[src/design/csp_map.svh]
`ifndef CSP_MAP_SVH
`define CSP_MAP_SVH

// Control register addresses
`define CSP_ADDR_NOP      5'h00
`define CSP_ADDR_CTRL1    5'h01
`define CSP_ADDR_CTRL3    5'h03
`define CSP_ADDR_LAST     5'h07

// Control register 1 fields
`define CSP_C1_SOFT_RESET 7
`define CSP_C1_SOFT_PDOWN 6
`define CSP_C1_FMT_15P1   0

// Control register 3 fields
`define CSP_C3_SLAVES_HI  7
`define CSP_C3_SLAVES_LO  6
`define CSP_C3_FSD_HI     5
`define CSP_C3_FSD_LO     0

// Secondary word fields
`define CSP_SEC_RW_BIT    13
`define CSP_SEC_ADDR_HI   12
`define CSP_SEC_ADDR_LO   8

// Reset values
`define CSP_REG_RESET     8'h00
`define CSP_SYNC_INIT     7'h32

// Timing counts
`define CSP_RST_MIN_MCLK  6
`define CSP_WORD_BITS     16
`define CSP_SEC_SLOT      8'h80
`define CSP_SEC_SLOT_END  8'h90
`define CSP_FSD_MIN_DELAY 6'h11
`define CSP_SCLK_HALF     4

`endif

[src/design/csp_pkg.sv]
package csp_pkg;

  typedef enum logic [2:0] {
    CSP_IDLE  = 3'b001,
    CSP_SHIFT = 3'b010,
    CSP_DONE  = 3'b100
  } csp_frame_t;

  typedef enum logic [1:0] {
    CSP_PRIMARY   = 2'b01,
    CSP_SECONDARY = 2'b10
  } csp_kind_t;

endpackage

[src/design/csp_serial_port.sv]
`timescale 1ns/1ns
`include "csp_map.svh"
module csp_serial_port
  import csp_pkg::*;
#(
  parameter int SCLK_HALF = `CSP_SCLK_HALF,
  parameter int FIFO_DEPTH = 8
) (
  input  wire logic        i_mclk,
  input  wire logic        i_reset,
  input  wire logic        i_reset_pin_n,
  input  wire logic        i_power_down_n,
  input  wire logic        i_master_sel,
  input  wire logic        i_sclk,
  input  wire logic        i_frame_sync_n,
  input  wire logic        i_din,
  input  wire logic        i_secondary_request_in,
  input  wire logic [15:0] i_adc_sample,
  input  wire logic        i_dac_ready,
  output logic             o_sclk,
  output logic             o_sclk_oe,
  output logic             o_frame_sync_n,
  output logic             o_frame_sync_oe,
  output logic             o_dout,
  output logic             o_dout_oe,
  output logic             o_delayed_frame_sync_n,
  output logic      [15:0] o_dac_data,
  output logic             o_dac_valid,
  output logic             o_dac_overrun,
  output logic             o_soft_power_down,
  output logic             o_analog_enable
);
  import csp_pkg::*;

  // Pin synchronisers: bit 0 sclk, 1 sync, 2 din, 3 request, 4 pdown, 5 reset, 6 master
  logic [6:0] sync1;
  logic [6:0] sync2;
  logic [6:0] sync3;
  logic [6:0] filt;
  logic [6:0] filt_d;
  logic [6:0] next_filt;

  always_comb begin
    for (int i = 0; i < 7; i++) begin
      next_filt[i] = (sync2[i] == sync3[i]) ? sync2[i] : filt[i];
    end
  end

  always_ff @(posedge i_mclk or posedge i_reset) begin
    if (i_reset) begin
      sync1  <= `CSP_SYNC_INIT;
      sync2  <= `CSP_SYNC_INIT;
      sync3  <= `CSP_SYNC_INIT;
      filt   <= `CSP_SYNC_INIT;
      filt_d <= `CSP_SYNC_INIT;
    end else begin
      sync1  <= {i_master_sel, i_reset_pin_n, i_power_down_n, i_secondary_request_in,
                 i_din, i_frame_sync_n, i_sclk};
      sync2  <= sync1;
      sync3  <= sync2;
      filt   <= next_filt;
      filt_d <= filt;
    end
  end

  function automatic logic word_bit(input logic [15:0] w, input logic [3:0] idx);
    return w[4'hf - idx];
  endfunction

  logic             master;
  logic             hpd;
  logic             spd;
  logic             int_rst;
  logic             drive_ok;
  logic             fifo_wr_ready;
  logic             fifo_rd_valid;
  logic [15:0]      fifo_rd_data;
  logic             fifo_rd_ready;

  logic [2:0]       rst_cnt;
  logic [7:0]       div_cnt;
  logic [7:0]       bit_pos;
  logic             fs_q;
  logic             fs_d;
  logic             fall_q;
  csp_frame_t       frame_st;
  csp_kind_t        kind;
  logic             sec_pending;
  logic             sw_req;
  logic [15:0]      rx;
  logic [4:0]       bit_cnt;
  logic [15:0]      tx_word;
  logic [3:0]       tx_idx;
  logic [5:0]       fsd_cnt;
  logic [4:0]       fsd_len;
  logic [7:0]       regs [1:7];
  logic             push;
  logic [15:0]      push_data;

  logic [2:0]       next_rst_cnt;
  logic [7:0]       next_div_cnt;
  logic [7:0]       next_bit_pos;
  logic             next_sclk;
  logic             next_fs_q;
  logic             next_fs_d;
  logic             next_fall_q;
  csp_frame_t       next_frame_st;
  csp_kind_t        next_kind;
  logic             next_sec_pending;
  logic             next_sw_req;
  logic [15:0]      next_rx;
  logic [4:0]       next_bit_cnt;
  logic [15:0]      next_tx_word;
  logic [3:0]       next_tx_idx;
  logic             next_dout;
  logic             next_dout_oe;
  logic             next_fsd;
  logic [5:0]       next_fsd_cnt;
  logic [4:0]       next_fsd_len;
  logic [7:0]       next_regs [1:7];
  logic             next_push;
  logic [15:0]      next_push_data;
  logic             next_overrun;
  logic             next_out_valid;
  logic [15:0]      next_out_data;

  // Event decode, scratch values of the core process
  logic             tick;
  logic             sclk_rise;
  logic             sclk_fall;
  logic             cap;
  logic             fs_level;
  logic             fs_fall;
  logic             fs_rise;
  logic [7:0]       pos;
  logic [15:0]      w;
  logic [7:0]       rx8;
  logic [4:0]       addr;
  logic [5:0]       fsd_m;

  assign master   = filt[6];
  assign hpd      = !filt[4];
  assign spd      = regs[1][`CSP_C1_SOFT_PDOWN];
  assign int_rst  = (rst_cnt != 3'h0) || !filt[5];
  assign drive_ok = !spd && (master ||
                    (regs[3][`CSP_C3_SLAVES_HI:`CSP_C3_SLAVES_LO] != 2'h0));
  assign fifo_rd_ready = !o_dac_valid || i_dac_ready;

  always_comb begin
    next_rst_cnt     = (rst_cnt != 3'h0) ? rst_cnt - 3'h1 : 3'h0;
    next_div_cnt     = div_cnt;
    next_bit_pos     = bit_pos;
    next_sclk        = o_sclk;
    next_fs_q        = fs_q;
    next_fs_d        = fs_d;
    next_fall_q      = 1'b0;
    next_frame_st    = frame_st;
    next_kind        = kind;
    next_sec_pending = sec_pending;
    next_sw_req      = sw_req;
    next_rx          = rx;
    next_bit_cnt     = bit_cnt;
    next_tx_word     = tx_word;
    next_tx_idx      = tx_idx;
    next_dout        = o_dout;
    next_dout_oe     = o_dout_oe;
    next_fsd         = o_delayed_frame_sync_n;
    next_fsd_cnt     = fsd_cnt;
    next_fsd_len     = fsd_len;
    next_regs        = regs;
    next_push        = 1'b0;
    next_push_data   = push_data;
    next_overrun     = o_dac_overrun;
    next_out_valid   = o_dac_valid;
    next_out_data    = o_dac_data;
    tick      = 1'b0;
    sclk_rise = 1'b0;
    sclk_fall = 1'b0;
    cap       = 1'b0;
    fs_level  = 1'b1;
    fs_fall   = 1'b0;
    fs_rise   = 1'b0;
    pos       = 8'h00;
    w         = 16'h0000;
    rx8       = 8'h00;
    addr      = 5'h00;
    fsd_m     = regs[3][`CSP_C3_FSD_HI:`CSP_C3_FSD_LO];

    if (fifo_rd_ready) begin
      next_out_valid = fifo_rd_valid;
      next_out_data  = fifo_rd_data;
    end

    if (!filt[5]) begin
      next_rst_cnt = 3'(`CSP_RST_MIN_MCLK);
    end

    if (int_rst) begin
      next_div_cnt     = 8'h00;
      next_bit_pos     = 8'hff;
      next_sclk        = 1'b0;
      next_fs_q        = 1'b1;
      next_fs_d        = 1'b1;
      next_frame_st    = CSP_IDLE;
      next_kind        = CSP_PRIMARY;
      next_sec_pending = 1'b0;
      next_sw_req      = 1'b0;
      next_rx          = 16'h0000;
      next_bit_cnt     = 5'h00;
      next_tx_word     = 16'h0000;
      next_tx_idx      = 4'h0;
      next_dout        = 1'b0;
      next_dout_oe     = 1'b0;
      next_fsd         = 1'b1;
      next_fsd_cnt     = 6'h00;
      next_fsd_len     = 5'h00;
      for (int i = 1; i < 8; i++) begin
        next_regs[i] = `CSP_REG_RESET;
      end
      next_overrun     = 1'b0;
      next_out_valid   = 1'b0;
    end else if (!hpd) begin
      // Master shift clock from the master clock divider
      if (master) begin
        if (div_cnt == 8'(SCLK_HALF - 1)) begin
          next_div_cnt = 8'h00;
          next_sclk    = !o_sclk;
          tick         = 1'b1;
        end else begin
          next_div_cnt = div_cnt + 8'h01;
        end
      end
      sclk_rise = master ? (tick && !o_sclk) : (filt[0] && !filt_d[0]);
      sclk_fall = master ? (tick && o_sclk) : (!filt[0] && filt_d[0]);
      // Own sclk skips the synchroniser but din does not, so a master captures a clock late
      next_fall_q = master && sclk_fall;
      cap         = master ? fall_q : sclk_fall;

      // Master sync: primary slot at 0, secondary slot only when asked
      if (master && sclk_rise) begin
        pos          = bit_pos + 8'h01;
        next_bit_pos = pos;
        if (pos < 8'(`CSP_WORD_BITS)) begin
          next_fs_q = 1'b0;
        end else if (pos == `CSP_SEC_SLOT) begin
          next_fs_q = !sec_pending;
        end else if (pos > `CSP_SEC_SLOT && pos < `CSP_SEC_SLOT_END) begin
          next_fs_q = fs_q;
        end else begin
          next_fs_q = 1'b1;
        end
      end
      if (!master) begin
        next_fs_q = 1'b1;
      end

      // A slave times itself from the sync pin, fed by the upstream delayed sync
      fs_level  = master ? fs_q : filt[1];
      next_fs_d = fs_level;
      fs_fall   = fs_d && !fs_level;
      fs_rise   = !fs_d && fs_level;

      if (fs_fall) begin
        next_frame_st = CSP_SHIFT;
        next_kind     = sec_pending ? CSP_SECONDARY : CSP_PRIMARY;
        next_bit_cnt  = 5'h00;
        next_tx_idx   = 4'h0;
        next_tx_word  = sec_pending ? {master, 15'h0000} :
                                      {i_adc_sample[15:1], master};
        next_dout     = word_bit(next_tx_word, 4'h0);
        next_dout_oe  = drive_ok;
        if (sec_pending) begin
          next_sec_pending = 1'b0;
        end
        if (!spd) begin
          if (fsd_m > `CSP_FSD_MIN_DELAY) begin
            next_fsd_cnt = fsd_m;
          end else begin
            next_fsd = 1'b0;
          end
        end
      end else begin
        if (frame_st == CSP_SHIFT && sclk_rise && tx_idx != 4'hf) begin
          next_tx_idx = tx_idx + 4'h1;
          next_dout   = word_bit(tx_word, next_tx_idx);
        end
        if (frame_st == CSP_SHIFT && cap) begin
          next_rx      = {rx[14:0], filt[2]};
          next_bit_cnt = bit_cnt + 5'h01;
          rx8          = next_rx[7:0];
          addr         = rx8[4:0];
          if (kind == CSP_SECONDARY && bit_cnt == 5'h07) begin
            next_tx_word[7:0] = (rx8[5] && addr != `CSP_ADDR_NOP &&
                                 addr <= `CSP_ADDR_LAST) ? regs[addr[2:0]] : 8'h00;
          end
          if (bit_cnt == 5'(`CSP_WORD_BITS - 1)) begin
            w             = next_rx;
            addr          = w[`CSP_SEC_ADDR_HI:`CSP_SEC_ADDR_LO];
            next_frame_st = CSP_DONE;
            if (kind == CSP_PRIMARY && !spd) begin
              next_sw_req    = regs[1][`CSP_C1_FMT_15P1] && w[0];
              next_push_data = regs[1][`CSP_C1_FMT_15P1] ? {w[15:1], 1'b0} : w;
              if (fifo_wr_ready) begin
                next_push = 1'b1;
              end else begin
                next_overrun = 1'b1;
              end
            end else if (kind == CSP_SECONDARY && !w[`CSP_SEC_RW_BIT] &&
                         addr != `CSP_ADDR_NOP && addr <= `CSP_ADDR_LAST) begin
              if (addr == `CSP_ADDR_CTRL1 && w[`CSP_C1_SOFT_RESET]) begin
                next_rst_cnt = 3'(`CSP_RST_MIN_MCLK);
              end else begin
                next_regs[addr[2:0]] = w[7:0];
              end
            end
          end
        end
        if (fs_rise) begin
          next_dout_oe  = 1'b0;
          next_frame_st = CSP_IDLE;
          if (kind == CSP_PRIMARY) begin
            next_sec_pending = filt[3] || sw_req;
            next_sw_req      = 1'b0;
          end
          if (fsd_len == 5'h00 && fsd_cnt == 6'h00) begin
            next_fsd = 1'b1;
          end
        end
      end

      // Delayed sync for the next device in the chain
      if (sclk_rise && !fs_fall) begin
        if (fsd_cnt != 6'h00) begin
          next_fsd_cnt = fsd_cnt - 6'h01;
          if (fsd_cnt == 6'h01) begin
            next_fsd     = 1'b0;
            next_fsd_len = 5'(`CSP_WORD_BITS);
          end
        end else if (fsd_len != 5'h00) begin
          next_fsd_len = fsd_len - 5'h01;
          if (fsd_len == 5'h01) begin
            next_fsd = 1'b1;
          end
        end
      end
      if (spd) begin
        next_fsd     = 1'b1;
        next_fsd_cnt = 6'h00;
        next_fsd_len = 5'h00;
        next_dout_oe = 1'b0;
      end
    end
  end

  always_ff @(posedge i_mclk or posedge i_reset) begin
    if (i_reset) begin
      rst_cnt                <= 3'h0;
      div_cnt                <= 8'h00;
      bit_pos                <= 8'hff;
      o_sclk                 <= 1'b0;
      fs_q                   <= 1'b1;
      fs_d                   <= 1'b1;
      fall_q                 <= 1'b0;
      frame_st               <= CSP_IDLE;
      kind                   <= CSP_PRIMARY;
      sec_pending            <= 1'b0;
      sw_req                 <= 1'b0;
      rx                     <= 16'h0000;
      bit_cnt                <= 5'h00;
      tx_word                <= 16'h0000;
      tx_idx                 <= 4'h0;
      o_dout                 <= 1'b0;
      o_dout_oe              <= 1'b0;
      o_delayed_frame_sync_n <= 1'b1;
      fsd_cnt                <= 6'h00;
      fsd_len                <= 5'h00;
      for (int i = 1; i < 8; i++) begin
        regs[i] <= `CSP_REG_RESET;
      end
      push                   <= 1'b0;
      push_data              <= 16'h0000;
      o_dac_overrun          <= 1'b0;
      o_dac_valid            <= 1'b0;
      o_dac_data             <= 16'h0000;
      o_sclk_oe              <= 1'b0;
      o_frame_sync_n         <= 1'b1;
      o_frame_sync_oe        <= 1'b0;
      o_soft_power_down      <= 1'b0;
      o_analog_enable        <= 1'b0;
    end else begin
      rst_cnt                <= next_rst_cnt;
      div_cnt                <= next_div_cnt;
      bit_pos                <= next_bit_pos;
      o_sclk                 <= next_sclk;
      fs_q                   <= next_fs_q;
      fs_d                   <= next_fs_d;
      fall_q                 <= next_fall_q;
      frame_st               <= next_frame_st;
      kind                   <= next_kind;
      sec_pending            <= next_sec_pending;
      sw_req                 <= next_sw_req;
      rx                     <= next_rx;
      bit_cnt                <= next_bit_cnt;
      tx_word                <= next_tx_word;
      tx_idx                 <= next_tx_idx;
      o_dout                 <= next_dout;
      o_dout_oe              <= next_dout_oe;
      o_delayed_frame_sync_n <= next_fsd;
      fsd_cnt                <= next_fsd_cnt;
      fsd_len                <= next_fsd_len;
      regs                   <= next_regs;
      push                   <= next_push;
      push_data              <= next_push_data;
      o_dac_overrun          <= next_overrun;
      o_dac_valid            <= next_out_valid;
      o_dac_data             <= next_out_data;
      // Pin drivers follow the filtered mode pin; a change mid-frame is not guarded
      o_sclk_oe              <= next_filt[6];
      o_frame_sync_n         <= next_fs_q;
      o_frame_sync_oe        <= next_filt[6];
      o_soft_power_down      <= next_regs[1][`CSP_C1_SOFT_PDOWN];
      o_analog_enable        <= !next_regs[1][`CSP_C1_SOFT_PDOWN] && next_filt[4];
    end
  end

  csp_fifo #(
    .WIDTH (16),
    .DEPTH (FIFO_DEPTH)
  ) u_dac_fifo (
    .i_mclk     (i_mclk),
    .i_reset    (i_reset),
    .i_clear    (int_rst),
    .i_wr_valid (push),
    .o_wr_ready (fifo_wr_ready),
    .i_wr_data  (push_data),
    .o_rd_valid (fifo_rd_valid),
    .i_rd_ready (fifo_rd_ready),
    .o_rd_data  (fifo_rd_data)
  );
endmodule

[src/design/csp_fifo.sv]
`timescale 1ns/1ns
module csp_fifo #(
  parameter int WIDTH = 16,
  parameter int DEPTH = 8
) (
  input  wire logic             i_mclk,
  input  wire logic             i_reset,
  input  wire logic             i_clear,
  input  wire logic             i_wr_valid,
  output logic                  o_wr_ready,
  input  wire logic [WIDTH-1:0] i_wr_data,
  output logic                  o_rd_valid,
  input  wire logic             i_rd_ready,
  output logic      [WIDTH-1:0] o_rd_data
);
  localparam int AW = $clog2(DEPTH);

  logic [WIDTH-1:0] mem [DEPTH];
  logic [AW-1:0]    wr_ptr;
  logic [AW-1:0]    rd_ptr;
  logic [AW:0]      count;
  logic [AW-1:0]    next_wr_ptr;
  logic [AW-1:0]    next_rd_ptr;
  logic [AW:0]      next_count;
  logic             do_wr;
  logic             do_rd;

  always_comb begin
    do_wr       = i_wr_valid && o_wr_ready;
    do_rd       = i_rd_ready && o_rd_valid;
    next_wr_ptr = wr_ptr;
    next_rd_ptr = rd_ptr;
    next_count  = count;
    if (i_clear) begin
      next_wr_ptr = '0;
      next_rd_ptr = '0;
      next_count  = '0;
    end else begin
      if (do_wr) begin
        next_wr_ptr = (wr_ptr == AW'(DEPTH - 1)) ? '0 : wr_ptr + 1'b1;
      end
      if (do_rd) begin
        next_rd_ptr = (rd_ptr == AW'(DEPTH - 1)) ? '0 : rd_ptr + 1'b1;
      end
      if (do_wr && !do_rd) begin
        next_count = count + 1'b1;
      end else if (do_rd && !do_wr) begin
        next_count = count - 1'b1;
      end
    end
  end

  always_ff @(posedge i_mclk or posedge i_reset) begin
    if (i_reset) begin
      wr_ptr     <= '0;
      rd_ptr     <= '0;
      count      <= '0;
      o_wr_ready <= 1'b1;
      o_rd_valid <= 1'b0;
    end else begin
      wr_ptr     <= next_wr_ptr;
      rd_ptr     <= next_rd_ptr;
      count      <= next_count;
      o_wr_ready <= (next_count != (AW+1)'(DEPTH));
      o_rd_valid <= (next_count != '0);
    end
  end

  // Storage has no reset; validity is carried by the count alone
  always_ff @(posedge i_mclk) begin
    if (do_wr && !i_clear) begin
      mem[wr_ptr] <= i_wr_data;
    end
  end

  assign o_rd_data = mem[rd_ptr];
endmodule

[config.mk]
export PLATFORM = sky130hd
export DESIGN_NAME = csp_serial_port
export DESIGN_NICKNAME = d
export VERILOG_FILES = /design/src/design/csp_pkg.sv /design/src/design/csp_serial_port.sv /design/src/design/csp_fifo.sv
export VERILOG_INCLUDE_DIRS = /design/src /design/src/design
export SDC_FILE = /design/constraint.sdc
export NUM_CORES = 1
export LEC_CHECK = 0
export ABC_CLOCK_PERIOD_IN_PS = 7400
export BUFFER_PORTS_ARGS = -buffer_cell sky130_fd_sc_hd__clkbuf_2
export CORE_MARGIN = 3
export CORE_UTILIZATION = 40
export CTS_CLUSTER_DIAMETER = 80
export DETAILED_ROUTE_END_ITERATION = 12
export PLACE_DENSITY_LB_ADDON = 0.3
export SLEW_MARGIN = 40
export SYNTH_ARGS = -nofsm -noshare
export SYNTH_HDL_FRONTEND = slang
export SYNTH_HIERARCHICAL = 1
export SYNTH_SLANG_ARGS = --single-unit
[constraint.sdc]
create_clock -name i_mclk -period 7.4 [get_ports i_mclk]
set_input_delay 1.48 -clock i_mclk [delete_from_list [all_inputs] [get_ports i_mclk]]
set_output_delay 1.48 -clock i_mclk [all_outputs]
set_load 0.005 [all_outputs]
==> results of run 1 <==
path summary, 6_finish.rpt:
check / from / end / slack, ns / depth (start not counted)
hold / removal: sync1[2] / sync2[2] / 0.35 / 0
hold reg to reg: sync1[2] / sync2[2] / 0.35 / 0
max in group asynchronous: i_reset / regs[51] / 5.19 / 3
setup / recovery: rst_cnt[0] / o_dout / 4.12 / 8
min in group asynchronous: i_reset / u_dac_fifo/rd_ptr[0] / 1.07 / 2
setup reg to reg: rst_cnt[0] / o_dout / 4.12 / 8
routing by layer:
metal / wire [um] / vias to the layer above
met1: 15000 / 4696
met2: 14700 / 192
met5: 9 / -
li1: - / 4349
met4: 733 / 2
met3: 1590 / 58
final cells by class:
class	instances	area (um2)	area share
clock buffers	54	1080	0.0618
well taps	511	639	0.0366
repair buffers	74	443	0.0253
inverters	28	119	0.00680
multi-input cells	707	5730	0.328
clock inverters	14	151	0.00866
flip-flops and latches	345	9310	0.533
power groups by stage:
stage          combinational, mW  clock (mW)  sequential (mW)
2_1_floorplan             0.0711           0             2.03
3_3_place_gp               0.101           0             2.04
3_5_place_dp               0.102           0             2.04
4_1_cts                    0.102        1.90             2.01
5_1_grt                    0.114        1.98             2.01
6_report                   0.101        1.85             2.01
worst max-delay path: stages (launching register included):
cell and delay [ns]:
dfrtp_1 0.40, nor2_1 0.19, ha_1 0.31, and2_1 0.16
buf_4 0.27, clkinv_2 0.36, a21oi_2 0.54, a21boi_0 0.53
mux2_2 0.39
synth_stat cells, types with 3 or more instances:
master    count  area share
or3_1         4      0.0016
buf_1         6      0.0015
clkbuf_1     44       0.011
xor2_1        7      0.0040
o21ai_0      46       0.015
o21a_1        3      0.0015
o311ai_0      3      0.0017
dfrtp_1     191        0.31
a211o_1       3      0.0017
a21oi_1      41       0.013
nor3_1       15      0.0049
xnor2_1       8      0.0046
nor3b_1       4      0.0020
dfstp_2      26       0.044
o211ai_1      7      0.0034
mux2_2       67       0.049
nand3b_1      3      0.0015
a22oi_1      10      0.0049
a22o_1       10      0.0057
nor2b_1       7      0.0028
and2_1        6      0.0024
nor4b_1       5      0.0028
mux2i_1      76       0.049
a31oi_1       5      0.0020
nand2b_1     11      0.0045
o22ai_1       4      0.0016
o32ai_1       5      0.0028
nand3_1      21      0.0068
mux4_2       21       0.031
nor2_1      112       0.027
nand4_1       8      0.0033
and3_1       13      0.0053
nand4_2       3      0.0024
maj3_1        7      0.0046
mux4_1       23       0.039
edfxtp_1    128        0.25
buf_6         5      0.0037
inv_1        27      0.0066
nor4_1        6      0.0024
or3b_2        3      0.0017
o31ai_1       4      0.0020
ha_1         21       0.017
nand2_1      81       0.020
buf_2         9      0.0029
state kept, by name, summed over array words and instances (netlist names), 4 cells and up:
register          cells
o_dac_data           16
bit_pos               8
div_cnt               8
fsd_cnt               6
u_dac_fifo/count      4
sync3                 7
push_data            16
fsd_len               5
sync1                 7
sync2                 7
regs                 50
tx_word              16
fsd_m                 6
rx                   15
bit_cnt               5
tx_idx                4
filt                  7
u_dac_fifo/mem      128
per-stage QoR:
stage          utilization  cell area [um2]  hold WS, ns  std cells  total power [mW]
2_1_floorplan            -            15400        0.331       1145              2.11
3_3_place_gp         0.428            16200        0.335       1662              2.14
3_5_place_dp         0.430            16200        0.336       1665              2.14
4_1_cts              0.462            17500        0.346       1733              4.01
5_1_grt              0.463            17500        0.353       1733              4.10
6_report             0.463            17500        0.345       1733              3.95
cells by family (layout without fill, tap and decap cells):
group / after synthesis / count (layout) / share of synthesized area
XOR/XNOR: 15 / 15 / 0.00854
adder cells (fa/ha/maj): 28 / 28 / 0.0216
buffers and inverters: 93 / 170 / 0.0261
AO/OA/AOI/OAI: 162 / 162 / 0.0685
AND/OR/NAND/NOR: 315 / 315 / 0.101
flip-flops: 345 / 345 / 0.605
multiplexers: 187 / 187 / 0.169
==> flow_summary.toml, run 1 <==
[floorplan]
die_x_um = 202
die-area_mm2 = 0.0408
die_h_um = 202
rows = 71
pin_count = 53
core_mm2 = 0.0378
start_util = 0.407

[sta]
clock-skew-final_ns = 0.0192
finalWorstSetupSlack_ns = 4.12
max_freq_mhz = 305
rsz0062_at_grt = "false"
tightestPinTransition_ns = 0.783
finalCritPeriodShare = 0.443
setup_tns_ns = 0
relSlewSlack = 0.478
setup-violations-final = 0
slew_violations = 0
min_period_ns = 3.28
hold_violations = 0

[clock_network]
clock_latency_ns = 0.54
cts_buffers = 37
root_buffer = "clkbuf_16"
cts_setup_buffers = 0
cts-hold-fix-buffers = 0
cts.htree.levels = 2
post_cts_resized = 0
clockBufferDepth = 3
cts_sinks = 345
cts_tree = "built"
clk_pin_slew_ns = 0.06

[power_and_ir_drop]
p_per_area_mw_per_mm2 = 226
p_comb_frac = 0.026
leakage_nw = 6.47
netSwitchingFraction = 0.213
ir_worst_vdd_mv = 0.157
clockPowerShare = 0.467
power.internal_mw = 3.11
netSwitchingPower_mw = 0.843
power_frac_seq = 0.507

[synth]
ys_warn_count = 6
synth_nets = 1192
synth.distinct_cells = 74
syn-cell-area_mm2 = 0.0154
synth_flop_cell = "dfrtp_1"
synth_cells = 1145
ys_ff_latch = 345
syn_area_per_cell_um2 = 13.4
synth_edf_count = 128
synthArstFlopShare = 0.629
seq_area_frac_synth = 0.605

[worst_setup_path]
end_kind = "flop"
crit_type = "reg -> reg"
critPathRequiredTime_ns = 7.82
path_max_fanout = 25
worstPathArrival_ns = 3.69
crit_path_start_kind = "flop"

[global_routing]
grt_pass1_wl_um = 52800
grt_pass1_vias = 9417
grt_busiest_layer = "met2"
track_usage = 0.160
grtUsageMet2 = 0.247
overflow = 0
antenna_found_initial = 1
met1_usage = 0.230
grt_use_met3 = 0.0317
grt_max_degree = 138

[route]
routed-via-count = 9297
drt_iter0_markers = 777
wl_um = 32100
drc_errors = 0
viasPerCell = 5.36
drt_first_pass_iters = 5
avgRoutedWirePerCell_um = 18.5
antenna_left = 0

[layout]
areaGrowthSynthToFinish_pct = 13.6
drive_gt1_frac = 0.227
layout_commonest_cell = "dfrtp_1"
fill_cells = 3401
nets = 1240
diodes = 0
final_cell_mix = "dfrtp_1, edfxtp_1, nor2_1"

[placement]
dp_slack_ns = 4.09
gp_congestion = 0.836
hpwl_um = 20000
io_buffer_count = 51

[hold_path]
hold_path_class = "reg -> reg"

[flow_run]
drv_cap = 0

[run_status]
status = "completed"
Power figures use the tool's default switching activity.
==> run 2: changes to the inputs <==
--- a/config.mk
+++ b/config.mk
@@ -6,7 +6,8 @@
 export SDC_FILE = /design/constraint.sdc
 export NUM_CORES = 1
 export LEC_CHECK = 0
-export ABC_CLOCK_PERIOD_IN_PS = 7400
+export ABC_AREA = 1
+export ABC_CLOCK_PERIOD_IN_PS = 3200
 export BUFFER_PORTS_ARGS = -buffer_cell sky130_fd_sc_hd__clkbuf_2
 export CORE_MARGIN = 3
 export CORE_UTILIZATION = 40
==> constraint.sdc (replaced) <==
create_clock -name i_mclk -period 3.2 [get_ports i_mclk]
set_input_delay 0.64 -clock i_mclk [delete_from_list [all_inputs] [get_ports i_mclk]]
set_output_delay 0.64 -clock i_mclk [all_outputs]
set_load 0.005 [all_outputs]
==> run 2 against run 1 <==
Area after synthesis rose by 1.3%. Sequential share of layout area down 0.55 points. Largest power group unchanged. First-iteration DRC count is 12% higher. Register-to-register slack got worse by 3.7 ns.
==> flow_summary.toml, run 2 <==
[global_routing]
grt_pass1_wl_um = 59200
overflow = 0
antenna_found_initial = 0
track_usage = 0.176
grt_max_degree = 75
grt_pass1_vias = 11024

[power_and_ir_drop]
totalPowerFinal_mw = 9.15
leakage_nw = 7.19
p_per_area_mw_per_mm2 = 519
ir_worst_vdd_mv = 0.344

[clock_network]
post_cts_resized = 0
cts_sinks = 345
cts_tree = "built"
cts.htree.levels = 2
clk_pin_slew_ns = 0.06
cts-hold-fix-buffers = 0
cts_setup_buffers = 0
cts_buffers = 38
root_buffer = "clkbuf_16"
clockBufferDepth = 3
clock_latency_ns = 0.53

[route]
avgRoutedWirePerCell_um = 16.6
drt_iter0_markers = 870
antenna_left = 0
drt_first_pass_iters = 5
wl_um = 36300
drc_errors = 0
routed-via-count = 11302
viasPerCell = 5.16

[sta]
max_freq_mhz = 358
slew_violations = 0
relSlewSlack = 0.478
rsz0062_at_grt = "false"
min_period_ns = 2.80
clock-skew-final_ns = 0.0152
tightestPinTransition_ns = 0.778
finalCritPeriodShare = 0.874
hold_violations = 0
setup-violations-final = 0

[worst_setup_path]
crit_path_cell_trace = "or2_2 -> o21ai_0 -> ha_1 -> nor2_1 -> inv_2 -> nor2_8 -> nand2_4 -> nor2_1 -> o2111ai_1 -> nand2_1"
cp_slowest_cell = "dfstp_2"
crit_type = "reg -> reg"
max_stage_delay_ns = 0.55
path_max_fanout = 26
cpLargestDelayFamily = "simple AND/OR/NAND/NOR gates"
end_kind = "flop"
crit_buf_inv = 1
cp_common_cell = "nor2_1"
crit_path_start_kind = "flop"
worstPathArrival_ns = 3.26
critPathRequiredTime_ns = 3.66

[synth]
synth_cells = 1584
synth.distinct_cells = 55
synth_top_cell_by_area = "dfrtp_1"
ys_top_cells_by_area = "dfrtp_1, edfxtp_1, nand2_1"
synth_top_area_frac = 0.307
ys_ff_latch = 345
synth.most_common_cell = "nand2_1"
seq_area_frac_synth = 0.597
syn_area_per_cell_um2 = 9.84
synthArstFlopShare = 0.629
syn-cell-area_mm2 = 0.0156
synth_common_cells = "nand2_1, dfrtp_1, nand3_1"
synth_nets = 1631
ys_warn_count = 6
synth_flop_cell = "dfrtp_1"
synth_edf_count = 128

[layout]
drive_gt1_frac = 0.136
diodes = 0
top_regs = "u_dac_fifo/mem: 128 flops, regs: 50 flops"
regMostFlops = "u_dac_fifo/mem"
largest_reg_flops = 128
nets = 1696
fin_util = 0.464
fin_area_mm2 = 0.0177
layout_commonest_cell = "nand2_1"
areaGrowthSynthToFinish_pct = 13.3
fill_cells = 3614
final_cell_mix = "nand2_1, dfrtp_1, nand3_1"

[floorplan]
core_mm2 = 0.0380
pin_count = 53
rows = 71
die-area_mm2 = 0.0414
die_x_um = 203
start_util = 0.410
die_h_um = 203

[placement]
gp_congestion = 0.898
io_buffer_count = 51
placed_area_mm2 = 0.0164
hpwl_um = 23600

[flow_run]
drv_cap = 0

[run_status]
status = "completed"

[hold_path]
hold_path_class = "in -> async"
==> run 2: cells by family (layout without fill, tap and decap cells) <==
group                      after synthesis  in the layout  share of synthesized area
AOI/OAI and AO/OA                      226            226                     0.0818
xor gates and xnor gates                13             13                    0.00731
adders and majority gates               27             27                     0.0207
buffers and inverters                  188            282                     0.0532
DFF                                    345            345                      0.597
muxes                                   49             49                     0.0328
and+or+nand+nor                        736            736                      0.207
==> run 2: power breakdown <==
group | switching [mW] | total [mW] | leakage [nW] | internal, mW
logic | 0.230 | 0.317 | 2.90 | 0.0865
clock network | 1.72 | 4.20 | 0.604 | 2.48
registers | 0.0262 | 4.64 | 3.69 | 4.61
total | 1.97 | 9.15 | 7.19 | 7.18
==> run 2: path summary, 6_finish.rpt <==
path / from / end / slack [ns] / depth (start not counted)
hold / removal: i_reset / tx_word[11] / 0.13 / 2
setup / recovery: fs_q / regs[2] / 0.40 / 10
max in group asynchronous: i_reset / regs[13] / 2.33 / 3
hold reg to reg: sync1[2] / sync2[2] / 0.34 / 0
min in group i_mclk: i_power_down_n / sync1[4] / 0.19 / 1
setup reg to reg: fs_q / regs[2] / 0.40 / 10
==> run 2: metal layers <==
layer  global-route usage  up-vias  part of all wire
li1                     -     5517                 -
met1                0.245     5439              0.46
met2                0.286      285              0.47
met3               0.0273       61             0.051
met4               0.0526        0             0.023
met5                    0        -                 0
==> run 2: cell type report <==
class	count	area (um2)	area share
Clock inverter	9	66.3	0.00376
Tap cell	511	639	0.0362
Clock buffer	60	1150	0.0654
Multi-Input combinational cell	1051	5450	0.309
Sequential cell	345	9310	0.527
Timing Repair Buffer	83	546	0.0309
Inverter	130	494	0.0280
==> run 2: stage by stage <==
stage,worst slack (ns),std cells,hold WS [ns],setup TNS [ns]
final,0.404,2189,0.133,0
after global routing,0.219,2189,0.145,0
after CTS,0.424,2189,0.126,0
after detailed placement,0.460,2120,0.336,0
after global placement,0.525,2120,0.335,0
after floorplan,-0.0779,1584,0.331,-14.01
==> run 2: worst register-to-register path: stages (launching register included) <==
cell	delay, ns
dfstp_2	0.55
or2_2	0.11
o21ai_0	0.15
ha_1	0.31
nor2_1	0.21
inv_2	0.10
nor2_8	0.20
nand2_4	0.23
nor2_1	0.53
o2111ai_1	0.25
nand2_1	0.11
==> run 3: changes to the inputs <==
--- a/config.mk
+++ b/config.mk
@@ -6,7 +6,6 @@
 export SDC_FILE = /design/constraint.sdc
 export NUM_CORES = 1
 export LEC_CHECK = 0
-export ABC_AREA = 1
 export ABC_CLOCK_PERIOD_IN_PS = 3200
 export BUFFER_PORTS_ARGS = -buffer_cell sky130_fd_sc_hd__clkbuf_2
 export CORE_MARGIN = 3
@@ -14,7 +13,6 @@
 export CTS_CLUSTER_DIAMETER = 80
 export DETAILED_ROUTE_END_ITERATION = 12
 export PLACE_DENSITY_LB_ADDON = 0.3
-export SLEW_MARGIN = 40
 export SYNTH_ARGS = -nofsm -noshare
 export SYNTH_HDL_FRONTEND = slang
 export SYNTH_HIERARCHICAL = 1
==> run 3 against run 2 <==
Sequential share of layout area barely moved. Die area shrank 1.3%. Core utilization grew 0.35 points. Global-route usage decreased by 1.7 points. Non-clock buffer count grew 12. First-iteration DRC count fell by 28%. Via count is 17% lower. Final cell count down 20%. Clock-buffer cell count fell by 8. Combinational power down 21%. Highest routed layer unchanged.
==> flow_summary.toml, run 3 (synthesis gave the netlist of run 1 again) <==
[hold_path]
hold_path_class = "in -> async"

[clock_network]
cts_tree = "built"
cts.htree.levels = 2
cts_buffers = 37
clk_pin_slew_ns = 0.06
clock_latency_ns = 0.54
root_buffer = "clkbuf_16"
cts-hold-fix-buffers = 0
post_cts_resized = 0
cts_sinks = 345
cts_setup_buffers = 0
clockBufferDepth = 3

[sta]
setup_tns_ns = 0
setup-violations-final = 0
max_freq_mhz = 357
min_period_ns = 2.80
rsz0062_at_grt = "false"
relSlewSlack = 0.334
finalCritPeriodShare = 0.875
slew_violations = 0
clock-skew-final_ns = 0.0276
tightestPinTransition_ns = 1.00
hold_violations = 0

[placement]
hpwl_um = 21100
gp_congestion = 0.816
io_buffer_count = 51
placed_area_mm2 = 0.0164

[layout]
largest_reg_flops = 128
layout_commonest_cell = "dfrtp_1"
seq_area_mm2 = 0.00931
final_cell_mix = "dfrtp_1, edfxtp_1, nor2_1"
fill_cells = 3347
regMostFlops = "u_dac_fifo/mem"
nets = 1261
diodes = 0
fin_area_mm2 = 0.0177
top_regs = "u_dac_fifo/mem: 128 flops, regs: 50 flops"
drive_gt1_frac = 0.237
areaGrowthSynthToFinish_pct = 14.9
fin_util = 0.468
multi_input_area_mm2 = 0.00570

[power_and_ir_drop]
power_frac_seq = 0.498
netSwitchingFraction = 0.211
netSwitchingPower_mw = 1.97
p_per_area_mw_per_mm2 = 527
leakage_nw = 6.62
clockPowerShare = 0.475
ir_worst_vdd_mv = 0.366
power.internal_mw = 7.34
p_comb_frac = 0.027

[route]
drc_errors = 0
drt_iter0_markers = 626
routed-via-count = 9419
antenna_left = 0
avgRoutedWirePerCell_um = 18.3
wl_um = 32200
viasPerCell = 5.37
drt_first_pass_iters = 5

[worst_setup_path]
crit_type = "reg -> reg"
worstPathArrival_ns = 3.21
path_max_fanout = 7
cpLargestDelayFamily = "simple AND/OR/NAND/NOR gates"
critPathRequiredTime_ns = 3.61
r2r_slack_ns = 0.40
crit_cells = 7
crit_path_start_kind = "flop"
end_kind = "flop"
crit_path_cell_trace = "ha_1 -> or4b_4 -> o32ai_1 -> buf_4 -> and2_1 -> mux2i_1 -> o22ai_1"
r2r_cells = 7
crit_buf_inv = 1
max_stage_delay_ns = 0.69
cp_slowest_cell = "o32ai_1"

[floorplan]
core_mm2 = 0.0378
start_util = 0.407
die_h_um = 202
pin_count = 53
die-area_mm2 = 0.0408
rows = 71
die_x_um = 202

[global_routing]
antenna_found_initial = 0
grt_pass1_vias = 9336
grt_max_degree = 78
grt_pass1_wl_um = 52300
track_usage = 0.158
overflow = 0

[flow_run]
drv_cap = 0

[run_status]
status = "completed"
==> run 3: cell count changes in the layout (fill, tap and decap cells not counted), sizes merged, moves of 44 or more <==
cell and delta:
nand2 -290, nand3 -142, inv -99, o21ai -69
mux2 +51, o22ai -51, mux4 +44
==> run 3: routing by layer <==
layer,vias to the layer above,wire [um],track usage
met3,49,1310,0.0219
met2,195,15500,0.255
li1,4369,-,-
met4,0,580,0.0386
met1,4806,14800,0.229
met5,-,0,0
==> run 3: area by class of cell <==
type	instances	area share
Clock inverter	16	0.0116
Timing Repair Buffer	95	0.0346
Tap cell	511	0.0362
Sequential cell	345	0.527
Clock buffer	52	0.0619
Inverter	28	0.00623
Multi-Input combinational cell	707	0.323
==> run 3: worst paths after layout <==
| kind | startpoint | endpoint |
|---|---|---|
| worst max-delay path | div_cnt[0] | fsd_cnt[3] |
| worst min register to register | sync1[0] | sync2[0] |
| worst max register to register | div_cnt[0] | fsd_cnt[3] |
| min in group i_mclk | i_power_down_n | sync1[4] |
| worst min-delay path | i_reset | u_dac_fifo/rd_ptr[1] |
| max in group asynchronous | i_reset | sync1[5] |
==> run 3: power groups by stage <==
stage / sequential [mW] / clock, mW / combinational, mW
after floorplan: 4.71 / 0 / 0.165
after global placement: 4.72 / 0 / 0.254
after detailed placement: 4.72 / 0 / 0.257
after CTS: 4.63 / 4.55 / 0.258
after global routing: 4.64 / 4.72 / 0.285
final: 4.63 / 4.42 / 0.252
==> run 3: per-stage QoR <==
| step | hold WS, ns | total power, mW | std cells | worst slack (ns) |
|---|---|---|---|---|
| final | 0.152 | 9.31 | 1754 | 0.399 |
| after global routing | 0.164 | 9.64 | 1754 | 0.280 |
| after CTS | 0.153 | 9.44 | 1754 | 0.433 |
| after detailed placement | 0.336 | 4.98 | 1686 | 0.468 |
| after global placement | 0.335 | 4.97 | 1686 | 0.519 |
| after floorplan | 0.331 | 4.87 | 1145 | -0.0779 |
